[config.mk]
export PLATFORM = sky130hd
export DESIGN_NAME = xmrp_top
export DESIGN_NICKNAME = d
export VERILOG_FILES = /design/src/xmrp_pkg.sv /design/src/xmrp_top.sv
export SDC_FILE = /design/constraint.sdc
export NUM_CORES = 1
export LEC_CHECK = 0
export BUFFER_PORTS_ARGS = -buffer_cell sky130_fd_sc_hd__buf_2
export CORE_ASPECT_RATIO = 1.2
export CORE_MARGIN = 3
export CORE_UTILIZATION = 36
export CTS_CLUSTER_DIAMETER = 100
export DETAILED_ROUTE_END_ITERATION = 12
export GPL_TIMING_DRIVEN = 0
export PLACE_DENSITY = 0.55
export SKIP_LAST_GASP = 1
export SYNTH_ARGS = -nofsm -noshare
export SYNTH_HDL_FRONTEND = slang
export SYNTH_SLANG_ARGS = --single-unit
[constraint.sdc]
create_clock -name clk -period 5.53 [get_ports clk]
set_clock_uncertainty 0.05 [all_clocks]
set_input_delay 1.106 -clock clk [delete_from_list [all_inputs] [get_ports clk]]
set_output_delay 1.106 -clock clk [all_outputs]
set_load 0.03 [all_outputs]
[src/xmrp_pkg.sv]
// shared constants and types for the transceiver and management register ports
package xmrp_pkg;
    // ========================================
    // clock and timing
    localparam int CLK_MHZ = 100;
    localparam int RCFG_MIN_MHZ = 100;
    localparam int RCFG_MAX_MHZ = 125;

    // ========================================
    // transceiver reconfiguration map
    localparam int RCFG_AW = 11;
    localparam int RCFG_DEPTH = 16;
    localparam logic [10:0] RCFG_CAL_EN_OFS = 11'h542;
    localparam int CAL_EN_BIT = 0;
    localparam logic [31:0] CAL_EN_RST = 32'h00000001;

    // ========================================
    // management map
    localparam int MGMT_AW = 16;
    localparam logic [15:0] MGMT_ADAPT_HOLD_OFS = 16'h0343;
    localparam logic [15:0] MGMT_SEQ_STAT_OFS = 16'h0344;
    localparam int ADAPT_HOLD_BIT = 0;
    localparam logic [31:0] ADAPT_HOLD_RST = 32'h00000000;
    localparam int STAT_CAL_BIT = 0;
    localparam int STAT_HOLD_BIT = 1;
    localparam int STAT_VIOL_BIT = 2;
    localparam logic [31:0] UNMAPPED_DATA = 32'h00000000;

    // ========================================
    // management read sequencing
    typedef enum logic [1:0] {RD_IDLE, RD_HOLD, RD_DONE} xmrp_rd_t;

    // reconfiguration side answer
    typedef struct packed {
        logic ack;
        logic [31:0] rdata;
    } xmrp_rcfg_t;

    // management side state
    typedef struct packed {
        xmrp_rd_t rd;
        logic valid;
        logic [31:0] rdata;
        logic [31:0] hold;
        logic viol;
    } xmrp_mgmt_t;
endpackage

[src/xmrp_top.sv]
// register ports: transceiver reconfiguration and management csr access
`timescale 1ns/1ps

// Behaviour
// reconfiguration port sampled and driven on the single clock only
// reconfiguration reset clears port logic and all registers behind it; the calibration register at 0x542 loads 1 instead
// write and read requests are active high
// reconfiguration write stores 32-bit data at the addressed register
// read data holds addressed register, valid once wait drops
// host holds request, address, data while wait is high
// host sets adaptation hold bit 0x343[0] before transceiver access
// host clears calibration bit 0x542[0] before other transceiver access
// host sets calibration bit 0x542[0] again after its accesses
// host clears adaptation hold bit 0x343[0] as final step
// management port answers during any reset but the register bank one
// bank reset clears registers; management port silent during it
// host issues no new read until previous read data returned
// management port synchronous to the 100 MHz clock
// legacy management reset input tied to zero by integrator
// management decodes 16-bit address qualified by read or write
// management read data meaningful only while valid strobe high
// management wait stalls reads only, never writes
// unused management write bytes sit in low-order byte lanes
// exactly one valid pulse per accepted read, data stable then
module xmrp_top #(
    parameter int RCFG_AW = xmrp_pkg::RCFG_AW,
    parameter int RCFG_DEPTH = xmrp_pkg::RCFG_DEPTH
) (
    input wire logic clk,
    input wire logic rst_b,
    input wire logic reconfig_reset,
    input wire logic reconfig_write,
    input wire logic reconfig_read,
    input wire logic [RCFG_AW-1:0] reconfig_address,
    input wire logic [31:0] reconfig_writedata,
    output logic [31:0] reconfig_readdata,
    output logic reconfig_waitrequest,
    input wire logic csr_rst_b,
    input wire logic reset_status,
    input wire logic [15:0] status_addr,
    input wire logic status_read,
    input wire logic status_write,
    input wire logic [31:0] status_writedata,
    output logic [31:0] status_readdata,
    output logic status_readdata_valid,
    output logic status_waitrequest,
    output logic cal_enable,
    output logic adapt_hold
);
    // ========================================
    // state
    typedef struct packed {
        xmrp_pkg::xmrp_rcfg_t rc;
        logic [31:0] cal;
        logic [RCFG_DEPTH-1:0][31:0] mem;
        xmrp_pkg::xmrp_mgmt_t mg;
    } xmrp_state_t;

    xmrp_state_t s_r;
    xmrp_state_t s_nxt;

    // ========================================
    // decode helpers
    function automatic logic rc_in_mem(input logic [RCFG_AW-1:0] a);
        rc_in_mem = (32'(a) < RCFG_DEPTH);
    endfunction

    function automatic logic [31:0] rc_rdval(input xmrp_state_t s,
                                             input logic [RCFG_AW-1:0] a);
        if (a == RCFG_AW'(xmrp_pkg::RCFG_CAL_EN_OFS))
            rc_rdval = s.cal;
        else if (rc_in_mem(a))
            rc_rdval = s.mem[a];
        else
            rc_rdval = xmrp_pkg::UNMAPPED_DATA;
    endfunction

    function automatic logic [31:0] mg_rdval(input xmrp_state_t s,
                                             input logic [15:0] a);
        logic [31:0] st;
        st = 32'h00000000;
        st[xmrp_pkg::STAT_CAL_BIT] = s.cal[xmrp_pkg::CAL_EN_BIT];
        st[xmrp_pkg::STAT_HOLD_BIT] = s.mg.hold[xmrp_pkg::ADAPT_HOLD_BIT];
        st[xmrp_pkg::STAT_VIOL_BIT] = s.mg.viol;
        if (a == xmrp_pkg::MGMT_ADAPT_HOLD_OFS)
            mg_rdval = s.mg.hold;
        else if (a == xmrp_pkg::MGMT_SEQ_STAT_OFS)
            mg_rdval = st;
        else
            mg_rdval = xmrp_pkg::UNMAPPED_DATA;
    endfunction

    // ========================================
    // request qualification
    logic rc_wr;
    logic rc_rd_done;
    logic rc_mem_hit;
    logic mg_live;
    logic mg_wr;
    logic mg_rd_take;

    // reset_status is a legacy pin and has no effect; see
    assign rc_wr = reconfig_write & ~reconfig_reset;
    assign rc_rd_done = reconfig_read & s_r.rc.ack & ~reconfig_reset;
    assign rc_mem_hit = rc_in_mem(reconfig_address) &
        (rc_wr | rc_rd_done);
    assign mg_live = csr_rst_b;
    assign mg_wr = status_write & mg_live;
    assign mg_rd_take = status_read & mg_live & (s_r.mg.rd == xmrp_pkg::RD_HOLD);

    // ========================================
    // next state
    always_comb
    begin
        s_nxt = s_r;
        // reconfiguration port: reads take one wait cycle
        s_nxt.rc.ack = 1'b0;
        if (reconfig_read & ~s_r.rc.ack)
        begin
            s_nxt.rc.ack = 1'b1;
            s_nxt.rc.rdata = rc_rdval(s_r, reconfig_address);
        end
        if (rc_wr)
        begin
            if (reconfig_address == RCFG_AW'(xmrp_pkg::RCFG_CAL_EN_OFS))
                s_nxt.cal = reconfig_writedata;
            else if (rc_in_mem(reconfig_address))
                s_nxt.mem[reconfig_address] = reconfig_writedata;
        end
        if (reconfig_reset)
        begin
            s_nxt.rc = '0;
            s_nxt.cal = xmrp_pkg::CAL_EN_RST;
            s_nxt.mem = '0;
        end

        // management port
        s_nxt.mg.valid = 1'b0;
        unique case (s_r.mg.rd)
            xmrp_pkg::RD_IDLE:
                if (status_read & mg_live)
                begin
                    s_nxt.mg.rd = xmrp_pkg::RD_HOLD;
                end
            xmrp_pkg::RD_HOLD:
                if (mg_rd_take)
                begin
                    s_nxt.mg.rd = xmrp_pkg::RD_DONE;
                    s_nxt.mg.rdata = mg_rdval(s_r, status_addr);
                end
            xmrp_pkg::RD_DONE:
            begin
                s_nxt.mg.valid = 1'b1;
                s_nxt.mg.rd = xmrp_pkg::RD_IDLE;
            end
            // the spare code would otherwise lock the read port up
            default:
                s_nxt.mg.rd = xmrp_pkg::RD_IDLE;
        endcase
        if (mg_wr)
        begin
            // narrow writers leave low lanes empty; all fields here sit in bits 0 and 2 of low byte lane 0

            if (status_addr == xmrp_pkg::MGMT_ADAPT_HOLD_OFS)
                s_nxt.mg.hold = status_writedata;
            if (status_addr == xmrp_pkg::MGMT_SEQ_STAT_OFS &&
                status_writedata[xmrp_pkg::STAT_VIOL_BIT])
                s_nxt.mg.viol = 1'b0;
        end
        // mem access with calibration running breaks the freeze sequence;
        // setting after the clear makes a same-cycle event win
        if (rc_mem_hit & s_r.cal[xmrp_pkg::CAL_EN_BIT])
            s_nxt.mg.viol = 1'b1;
        if (~csr_rst_b)
        begin
            s_nxt.mg = '0;
            s_nxt.mg.hold = xmrp_pkg::ADAPT_HOLD_RST;
        end
    end

    always_ff @(posedge clk or negedge rst_b)
    begin
        if (!rst_b)
        begin
            s_r <= '0;
            s_r.cal <= xmrp_pkg::CAL_EN_RST;
            s_r.mg.hold <= xmrp_pkg::ADAPT_HOLD_RST;
        end
        else
            s_r <= s_nxt;
    end

    // ========================================
    // outputs
    assign reconfig_readdata = s_r.rc.rdata;
    assign reconfig_waitrequest = reconfig_reset |
        (reconfig_read & ~s_r.rc.ack);
    assign status_readdata = s_r.mg.rdata;
    assign status_readdata_valid = s_r.mg.valid;
    // writes never see wait; silent bank reset keeps reads stalled
    assign status_waitrequest = status_read &
        (~mg_live | (s_r.mg.rd != xmrp_pkg::RD_HOLD));
    assign cal_enable = s_r.cal[xmrp_pkg::CAL_EN_BIT];
    assign adapt_hold = s_r.mg.hold[xmrp_pkg::ADAPT_HOLD_BIT];

    // ========================================
    // checks: reconfiguration port
    a_rc_read_wait: assert property (
        @(posedge clk) disable iff (!rst_b)
        (reconfig_read && !reconfig_reset && !s_r.rc.ack) |->
        reconfig_waitrequest ##1 s_r.rc.ack)
        else $error("reconfig read did not stall exactly one cycle");

    a_rc_rd_data: assert property (
        @(posedge clk) disable iff (!rst_b)
        (reconfig_read && !reconfig_waitrequest &&
         reconfig_address == RCFG_AW'(xmrp_pkg::RCFG_CAL_EN_OFS)) |->
        (reconfig_readdata == s_r.cal))
        else $error("reconfig read data differs from register");

    a_rc_wr_store: assert property (
        @(posedge clk) disable iff (!rst_b)
        (reconfig_write && !reconfig_reset &&
         reconfig_address == RCFG_AW'(xmrp_pkg::RCFG_CAL_EN_OFS)) |=>
        (s_r.cal == $past(reconfig_writedata)))
        else $error("calibration register write lost");

    a_rc_reset: assert property (
        @(posedge clk) disable iff (!rst_b)
        reconfig_reset |=> (s_r.cal == xmrp_pkg::CAL_EN_RST &&
        s_r.mem == '0 && !s_r.rc.ack))
        else $error("reconfig reset did not clear port state");

    a_rc_rst_wait: assert property (
        @(posedge clk) disable iff (!rst_b)
        reconfig_reset |-> reconfig_waitrequest)
        else $error("reconfig port not stalled during its reset");

    a_rc_wr_nowait: assert property (
        @(posedge clk) disable iff (!rst_b)
        (reconfig_write && !reconfig_read && !reconfig_reset) |->
        !reconfig_waitrequest)
        else $error("reconfig write stalled");

    a_rc_idle_nowait: assert property (
        @(posedge clk) disable iff (!rst_b)
        (!reconfig_read && !reconfig_reset) |-> !reconfig_waitrequest)
        else $error("reconfig wait raised with no read pending");

    // ========================================
    // checks: management port
    a_mg_wr_nowait: assert property (
        @(posedge clk) disable iff (!rst_b)
        (status_write && !status_read) |-> !status_waitrequest)
        else $error("management write stalled");

    a_mg_wait_rdonly: assert property (
        @(posedge clk) disable iff (!rst_b)
        !status_read |-> !status_waitrequest)
        else $error("management wait raised without a read");

    a_mg_rd_valid: assert property (
        @(posedge clk) disable iff (!rst_b)
        (status_read && !status_waitrequest && csr_rst_b) |=>
        !status_readdata_valid ##1 status_readdata_valid ##1
        !status_readdata_valid)
        else $error("read valid not a single pulse two cycles on");

    a_mg_valid_cause: assert property (
        @(posedge clk) disable iff (!rst_b)
        status_readdata_valid |-> $past(s_r.mg.rd == xmrp_pkg::RD_DONE))
        else $error("read valid without a taken read");

    a_mg_bank_rst: assert property (
        @(posedge clk) disable iff (!rst_b)
        !csr_rst_b |-> ##1 (s_r.mg.hold == xmrp_pkg::ADAPT_HOLD_RST &&
        !status_readdata_valid))
        else $error("bank reset did not silence management port");

    a_mg_bank_wait: assert property (
        @(posedge clk) disable iff (!rst_b)
        (!csr_rst_b && status_read) |-> status_waitrequest)
        else $error("management read answered during bank reset");

    a_mg_rd_data: assert property (
        @(posedge clk) disable iff (!rst_b)
        (status_read && !status_waitrequest &&
         status_addr == xmrp_pkg::MGMT_ADAPT_HOLD_OFS) |->
        ##2 (status_readdata_valid &&
        status_readdata == $past(s_r.mg.hold, 2)))
        else $error("management read data wrong");

    a_mg_hold_wr: assert property (
        @(posedge clk) disable iff (!rst_b)
        (status_write && csr_rst_b &&
         status_addr == xmrp_pkg::MGMT_ADAPT_HOLD_OFS) |=>
        (s_r.mg.hold == $past(status_writedata)))
        else $error("adaptation hold write lost");

    a_viol_set: assert property (
        @(posedge clk) disable iff (!rst_b)
        (rc_mem_hit && cal_enable && csr_rst_b) |=> s_r.mg.viol)
        else $error("calibration violation not flagged");

    a_viol_clear: assert property (
        @(posedge clk) disable iff (!rst_b)
        (status_write && csr_rst_b && !rc_mem_hit &&
         status_addr == xmrp_pkg::MGMT_SEQ_STAT_OFS &&
         status_writedata[xmrp_pkg::STAT_VIOL_BIT]) |=> !s_r.mg.viol)
        else $error("calibration violation flag not cleared");
endmodule

## Word-level counts from Yosys, hierarchy flattened

Cells that the tools add are included.

- Input port bits: 100
- Bits in read-only memories: 0
- Bits in registers: 645
- Memories kept: 0
- Output and inout port bits: 69
- Latch bits: 0
- Bits in writable memories: 0
- Word-level logic and storage cells: 97

- $lt $le $gt $ge: 3
- Shift operators: 0
- Add/subtract/negate cells: 0
- Multipliers: 0
- Muxes and demuxes: 26
- Div/mod/pow operators: 0
- Equal/unequal tests: 15
- Bitwise operators: 16
- Reduce and logical (&&, ||, !) cells: 13

Operators by type and width:

| operator | number |
|---|---|
| $mux W512 | 2 |
| $mux W577 | 1 |
| $mux W544 | 1 |
| $bwmux W512 | 1 |
| $mux W32 | 9 |
| $bmux W32 S4 | 1 |
| $demux W32 S4 | 1 |
| $mux W68 | 1 |
| $mux W33 | 2 |
| $eq A16 B10 Y1 const B | 2 |
| $lt A11 B5 Y1 const B | 2 |
| $eq A11 B11 Y1 const B | 1 |
| $ge A11 B1 Y1 const B | 1 |
| $and A1 B1 Y1 | 10 |
| $ne A2 B1 Y1 const B | 5 |
| $reduce_and A2 Y1 | 5 |
| $reduce_bool A2 Y1 | 4 |
| $ne A3 B1 Y1 const B | 2 |
| $ne A3 B3 Y1 const B | 2 |
| $mux W2 | 2 |
| $pmux W2 S2 | 1 |
| $mux W1 | 3 |
| $mux W3 | 1 |
| $not A1 Y1 | 3 |
| other kinds (7) | 10 |

## Logic depth before layout (Yosys ltp)

- Depth after elaboration: 9
- Gate-level depth with buffers: 8

## Worst setup path after synthesis

Ideal clock, no wire load.

- Path kind: input to output
- Start: input reconfig_reset
- End: output reconfig_waitrequest
- Buffers on the path: 2
- Stages: 4
- Arrival time: 2.043 ns
- Slack: 2.331 ns
- Cell sequence: clkbuf_1 a21oi_1 clkbuf_1 inv_1

- Cells in the longest elaborated chain, start to end: 1

Ends and longest elaborated chain:

| item | RTL line | source |
|---|---|---|
| start, declared | xmrp_top.sv:31 | `input wire logic reconfig_reset,` |
| $or A1 B1 Y1 | xmrp_top.sv:196 | `assign reconfig_waitrequest = reconfig_reset \|` |
| end, declared | xmrp_top.sv:37 | `output logic reconfig_waitrequest,` |

No other way between the ends.

## Final worst setup path

Ends and elaborated chain as after synthesis.

==> impl_metrics.toml <==
[placement]
placed_cells = 4347
port_bufs = 134
globalplace.congestion = 0.9251
post-dp-hpwl_um = 87750
dp_area_um2 = 33770

[detailed_routing]
dr.pass1.iters = 6
average_via_count_per_standard_cell = 5.650
detail_route.wl_per_cell_um = 28.07
route.detailed.drc = 0
detail_route.wirelength_um = 125900
detailroute.via_count = 25330
ant_nets = 0
drt_iter0_markers = 2580

[sta]
slew_violations = 0
achievable-frequency_mhz = 242.1
period_minus_slack_ns = 4.130
relSlewSlack_pct = 3.807
worstMarginPinSlew_ns = 1.443
grt_setup_unrepaired = "no"
report.final.setup_viol = 0
post-route-period-util_pct = 74.68
fin_setup_tns_ns = 0
hold_violations = 0

[synth]
synth-edff-count = 0
post_synth_num_cell_types = 57
yosys-top-cells-area = "dfrtp_1 51%, mux2i_1 13%, nand2_1 7.4%"
synth_most_common_cell = "dfrtp_1"
synth.top_cells.by_count = "644 x dfrtp_1, 622 x nand2_1, 424 x mux2i_1, 270 x nor2_1, 203 x a21oi_1"
per_instance_average_area_after_synthesis_um2 = 10.26
synthesis.area_um2 = 31470
synth_top_cell_by_area = "dfrtp_1"
synthFlopType = "dfrtp_1"
post-synth-top-area-fraction_pct = 51.21
synth-seq-area-share_pct = 51.30
postSynth.asyncResetShare_pct = 100.0
postSynthRegisterBits = 645
synth.net_count = 3166
ys_warn_count = 0
postSynthCellCount = 3066

[setup_path]
crit_arrival_ns = 2.97
end_kind = "output port"
worst_r2r_path_depth = 6
critical_path.reg2reg.startpoint = "s_r[644]$_DFF_PN0_"
critical_path_start_end_classification = "input pin to output port"
max_fanout_on_critical_path = 10
ff2ff_setup_slack_ns = 2.07
worstSetupStartpointType = "input pin"
cp_data_required_time_ns = 4.37
critical_path.reg2reg.endpoint = "reconfig_readdata[22]$_DFFE_PN0P_"

[die]
start_util_pct = 36.37
floorplan.die.height_um = 329.9
die_w_um = 275.9
die_area_um2 = 91010
i_o_pin_count = 169
fp-row-count = 118
core_region_area_um2 = 86520

[power_and_ir_drop]
leakage_power_nw = 17.40
power_density_nw_per_um2 = 293.7
cell_internal_pwr_w = 0.007917
netSwitchingFraction_pct = 25.69
worst_ir_drop_vdd_v = 0.0001809
total_power_w = 0.01065
pwr-share-seq_pct = 44.3
share_clk_of_total_power_pct = 48.3
power.share.combinational_pct = 7.3
power_switching_w = 0.002737

[grt]
globalRoute.busiestLayer = "met2"
first_global_vias = 25370
use_met1_pct = 35.67
global_route.usage.met2_pct = 42.37
grt_antenna_before_repair = 6
pin_count_of_the_biggest_net_entering_global_routing = 115
first_pass_grt_wire_length_um = 180100
global_route.overflow_total = 0
grt_use_total_pct = 27.40
grt_use_met3_pct = 5.579

[clocking]
cts-root-buf = "clkbuf_16"
maximum_clock_insertion_buffer_count = 3
path_clk_slew_ns = 0.06
postCtsResizedCells = 0
cts_post_setup_buffers_inserted = 0
numClockSinks = 645
cts_tree = "built"
postCtsHoldBufs = 0
worstSkewPairLatency_ns = 0.65
htree_num_levels = 3
cts_made_buffers = 74

[flow_run]
max_cap_viol_count = 0

[min_path]
timing.hold.worst.class = "input pin to async pin"

[final_layout]
final_area_um2 = 36270
fin_nets = 3383
area_growth_pct = 15.27
final_layout_size_suffix_gt1_share_pct = 17.84
layoutNonFillerInstCount = 4484

[outcome]
outcome = "completed"
[metrics by stage]
stage | utilization [%] | hold WS, ns | setup slack [ns]
4_1_cts | 41.91 | 0.4321 | 1.534
6_report | 41.92 | 0.4313 | 1.400
2_1_floorplan | - | 0.3996 | 2.331
3_3_place_gp | 38.80 | 0.4147 | -11.19
3_5_place_dp | 39.03 | 0.4193 | 1.094
5_1_grt | 41.92 | 0.4475 | 1.392
[power groups by stage]
stage | Clock, W | Combinational (W) | Sequential (W)
after floorplan | 0 | 0.000331 | 0.00481
after global placement | 0 | 0.000755 | 0.00481
after detailed placement | 0 | 0.000770 | 0.00481
after CTS | 0.00520 | 0.000773 | 0.00472
after global routing | 0.00538 | 0.000808 | 0.00472
final | 0.00515 | 0.000781 | 0.00472
[cells in the final DEF (no fill, tap or decap), drive strengths merged, types with 2 or more instances in the layout]
| master | netlist | routed |
|---|---|---|
| nor3b | 7 | 7 |
| a22o | 55 | 55 |
| a32oi | 4 | 4 |
| clkinv | 0 | 11 |
| and4 | 6 | 6 |
| a21o | 3 | 3 |
| mux2i | 424 | 424 |
| dfrtp | 644 | 644 |
| and4b | 2 | 2 |
| nor4 | 16 | 16 |
| nor2 | 271 | 271 |
| clkbuf | 166 | 275 |
| nor3 | 3 | 3 |
| nand4 | 30 | 30 |
| inv | 9 | 15 |
| or3 | 16 | 16 |
| nor4b | 2 | 2 |
| and3 | 7 | 7 |
| o21ai | 34 | 34 |
| o211ai | 7 | 7 |
| buf | 189 | 330 |
| a21oi | 293 | 293 |
| nand2 | 622 | 622 |
| nor2b | 7 | 7 |
| and2 | 8 | 8 |
| mux4 | 37 | 37 |
| nand4b | 2 | 2 |
| nand2b | 4 | 4 |
| o2bb2ai | 4 | 4 |
| bufinv | 0 | 6 |
| a32o | 8 | 8 |
| nand3 | 18 | 18 |
| a22oi | 138 | 138 |
| diode | 0 | 4 |
| a21boi | 17 | 17 |
| o31ai | 3 | 3 |
[layer usage]
layer / vias to the layer above / part of all wire [%]
li1: 10950 / -
met1: 12850 / 41
met2: 1221 / 45
met3: 305 / 8.2
met4: 6 / 6.6
met5: - / 0.037
[critical path, cell delays in order]
cell      delay (ns)
clkbuf_1        0.24
a21oi_1         0.87
clkbuf_1        0.48
inv_1           0.07
buf_2           0.20
[area by class of cell]
| type | instances | area, µm² |
|---|---|---|
| diodes | 4 | 10.01 |
| plain buffers | 355 | 1896 |
| clock buffers | 109 | 2185 |
| clock inverters | 24 | 310.3 |
| fillers | 8528 | 50250 |
| inverters | 9 | 33.78 |
| multi-input cells | 2057 | 13410 |
| flip-flops and latches | 645 | 16140 |
| well taps | 1140 | 1426 |
| repair buffers | 141 | 857.1 |
[sequential cells by signal (all words and copies together), names as in the netlist]
signal and cells:
cal_enable 1, status_readdata 32, reconfig_readdata 32, s_r 578
status_readdata_valid 1, adapt_hold 1
[cell families (layout without fill, tap and decap cells)]
family,count (synthesis),after routing,synth area share [%]
buffers and inverters,364,638,6.127
AND/OR/NAND/NOR,1026,1026,14.05
flip-flops,645,645,51.30
XOR/XNOR,1,1,0.02784
other,0,4,0
AO/OA/AOI/OAI,569,569,12.36
multiplexers,461,461,16.14
[worst max-delay path by stage]
stage	from	end	cells past startpoint
5_1_grt	reconfig_reset	reconfig_waitrequest	5
3_3_place_gp	rst_b	s_r[492]$_DFFE_PN0P_	1
6_report	reconfig_reset	reconfig_waitrequest	5
4_1_cts	reconfig_reset	reconfig_waitrequest	5
3_5_place_dp	reconfig_address[0]	reconfig_readdata[14]$_DFFE_PN0P_	9
2_1_floorplan	reconfig_reset	reconfig_waitrequest	4
No activity file was read; power rests on OpenSTA's default activity.
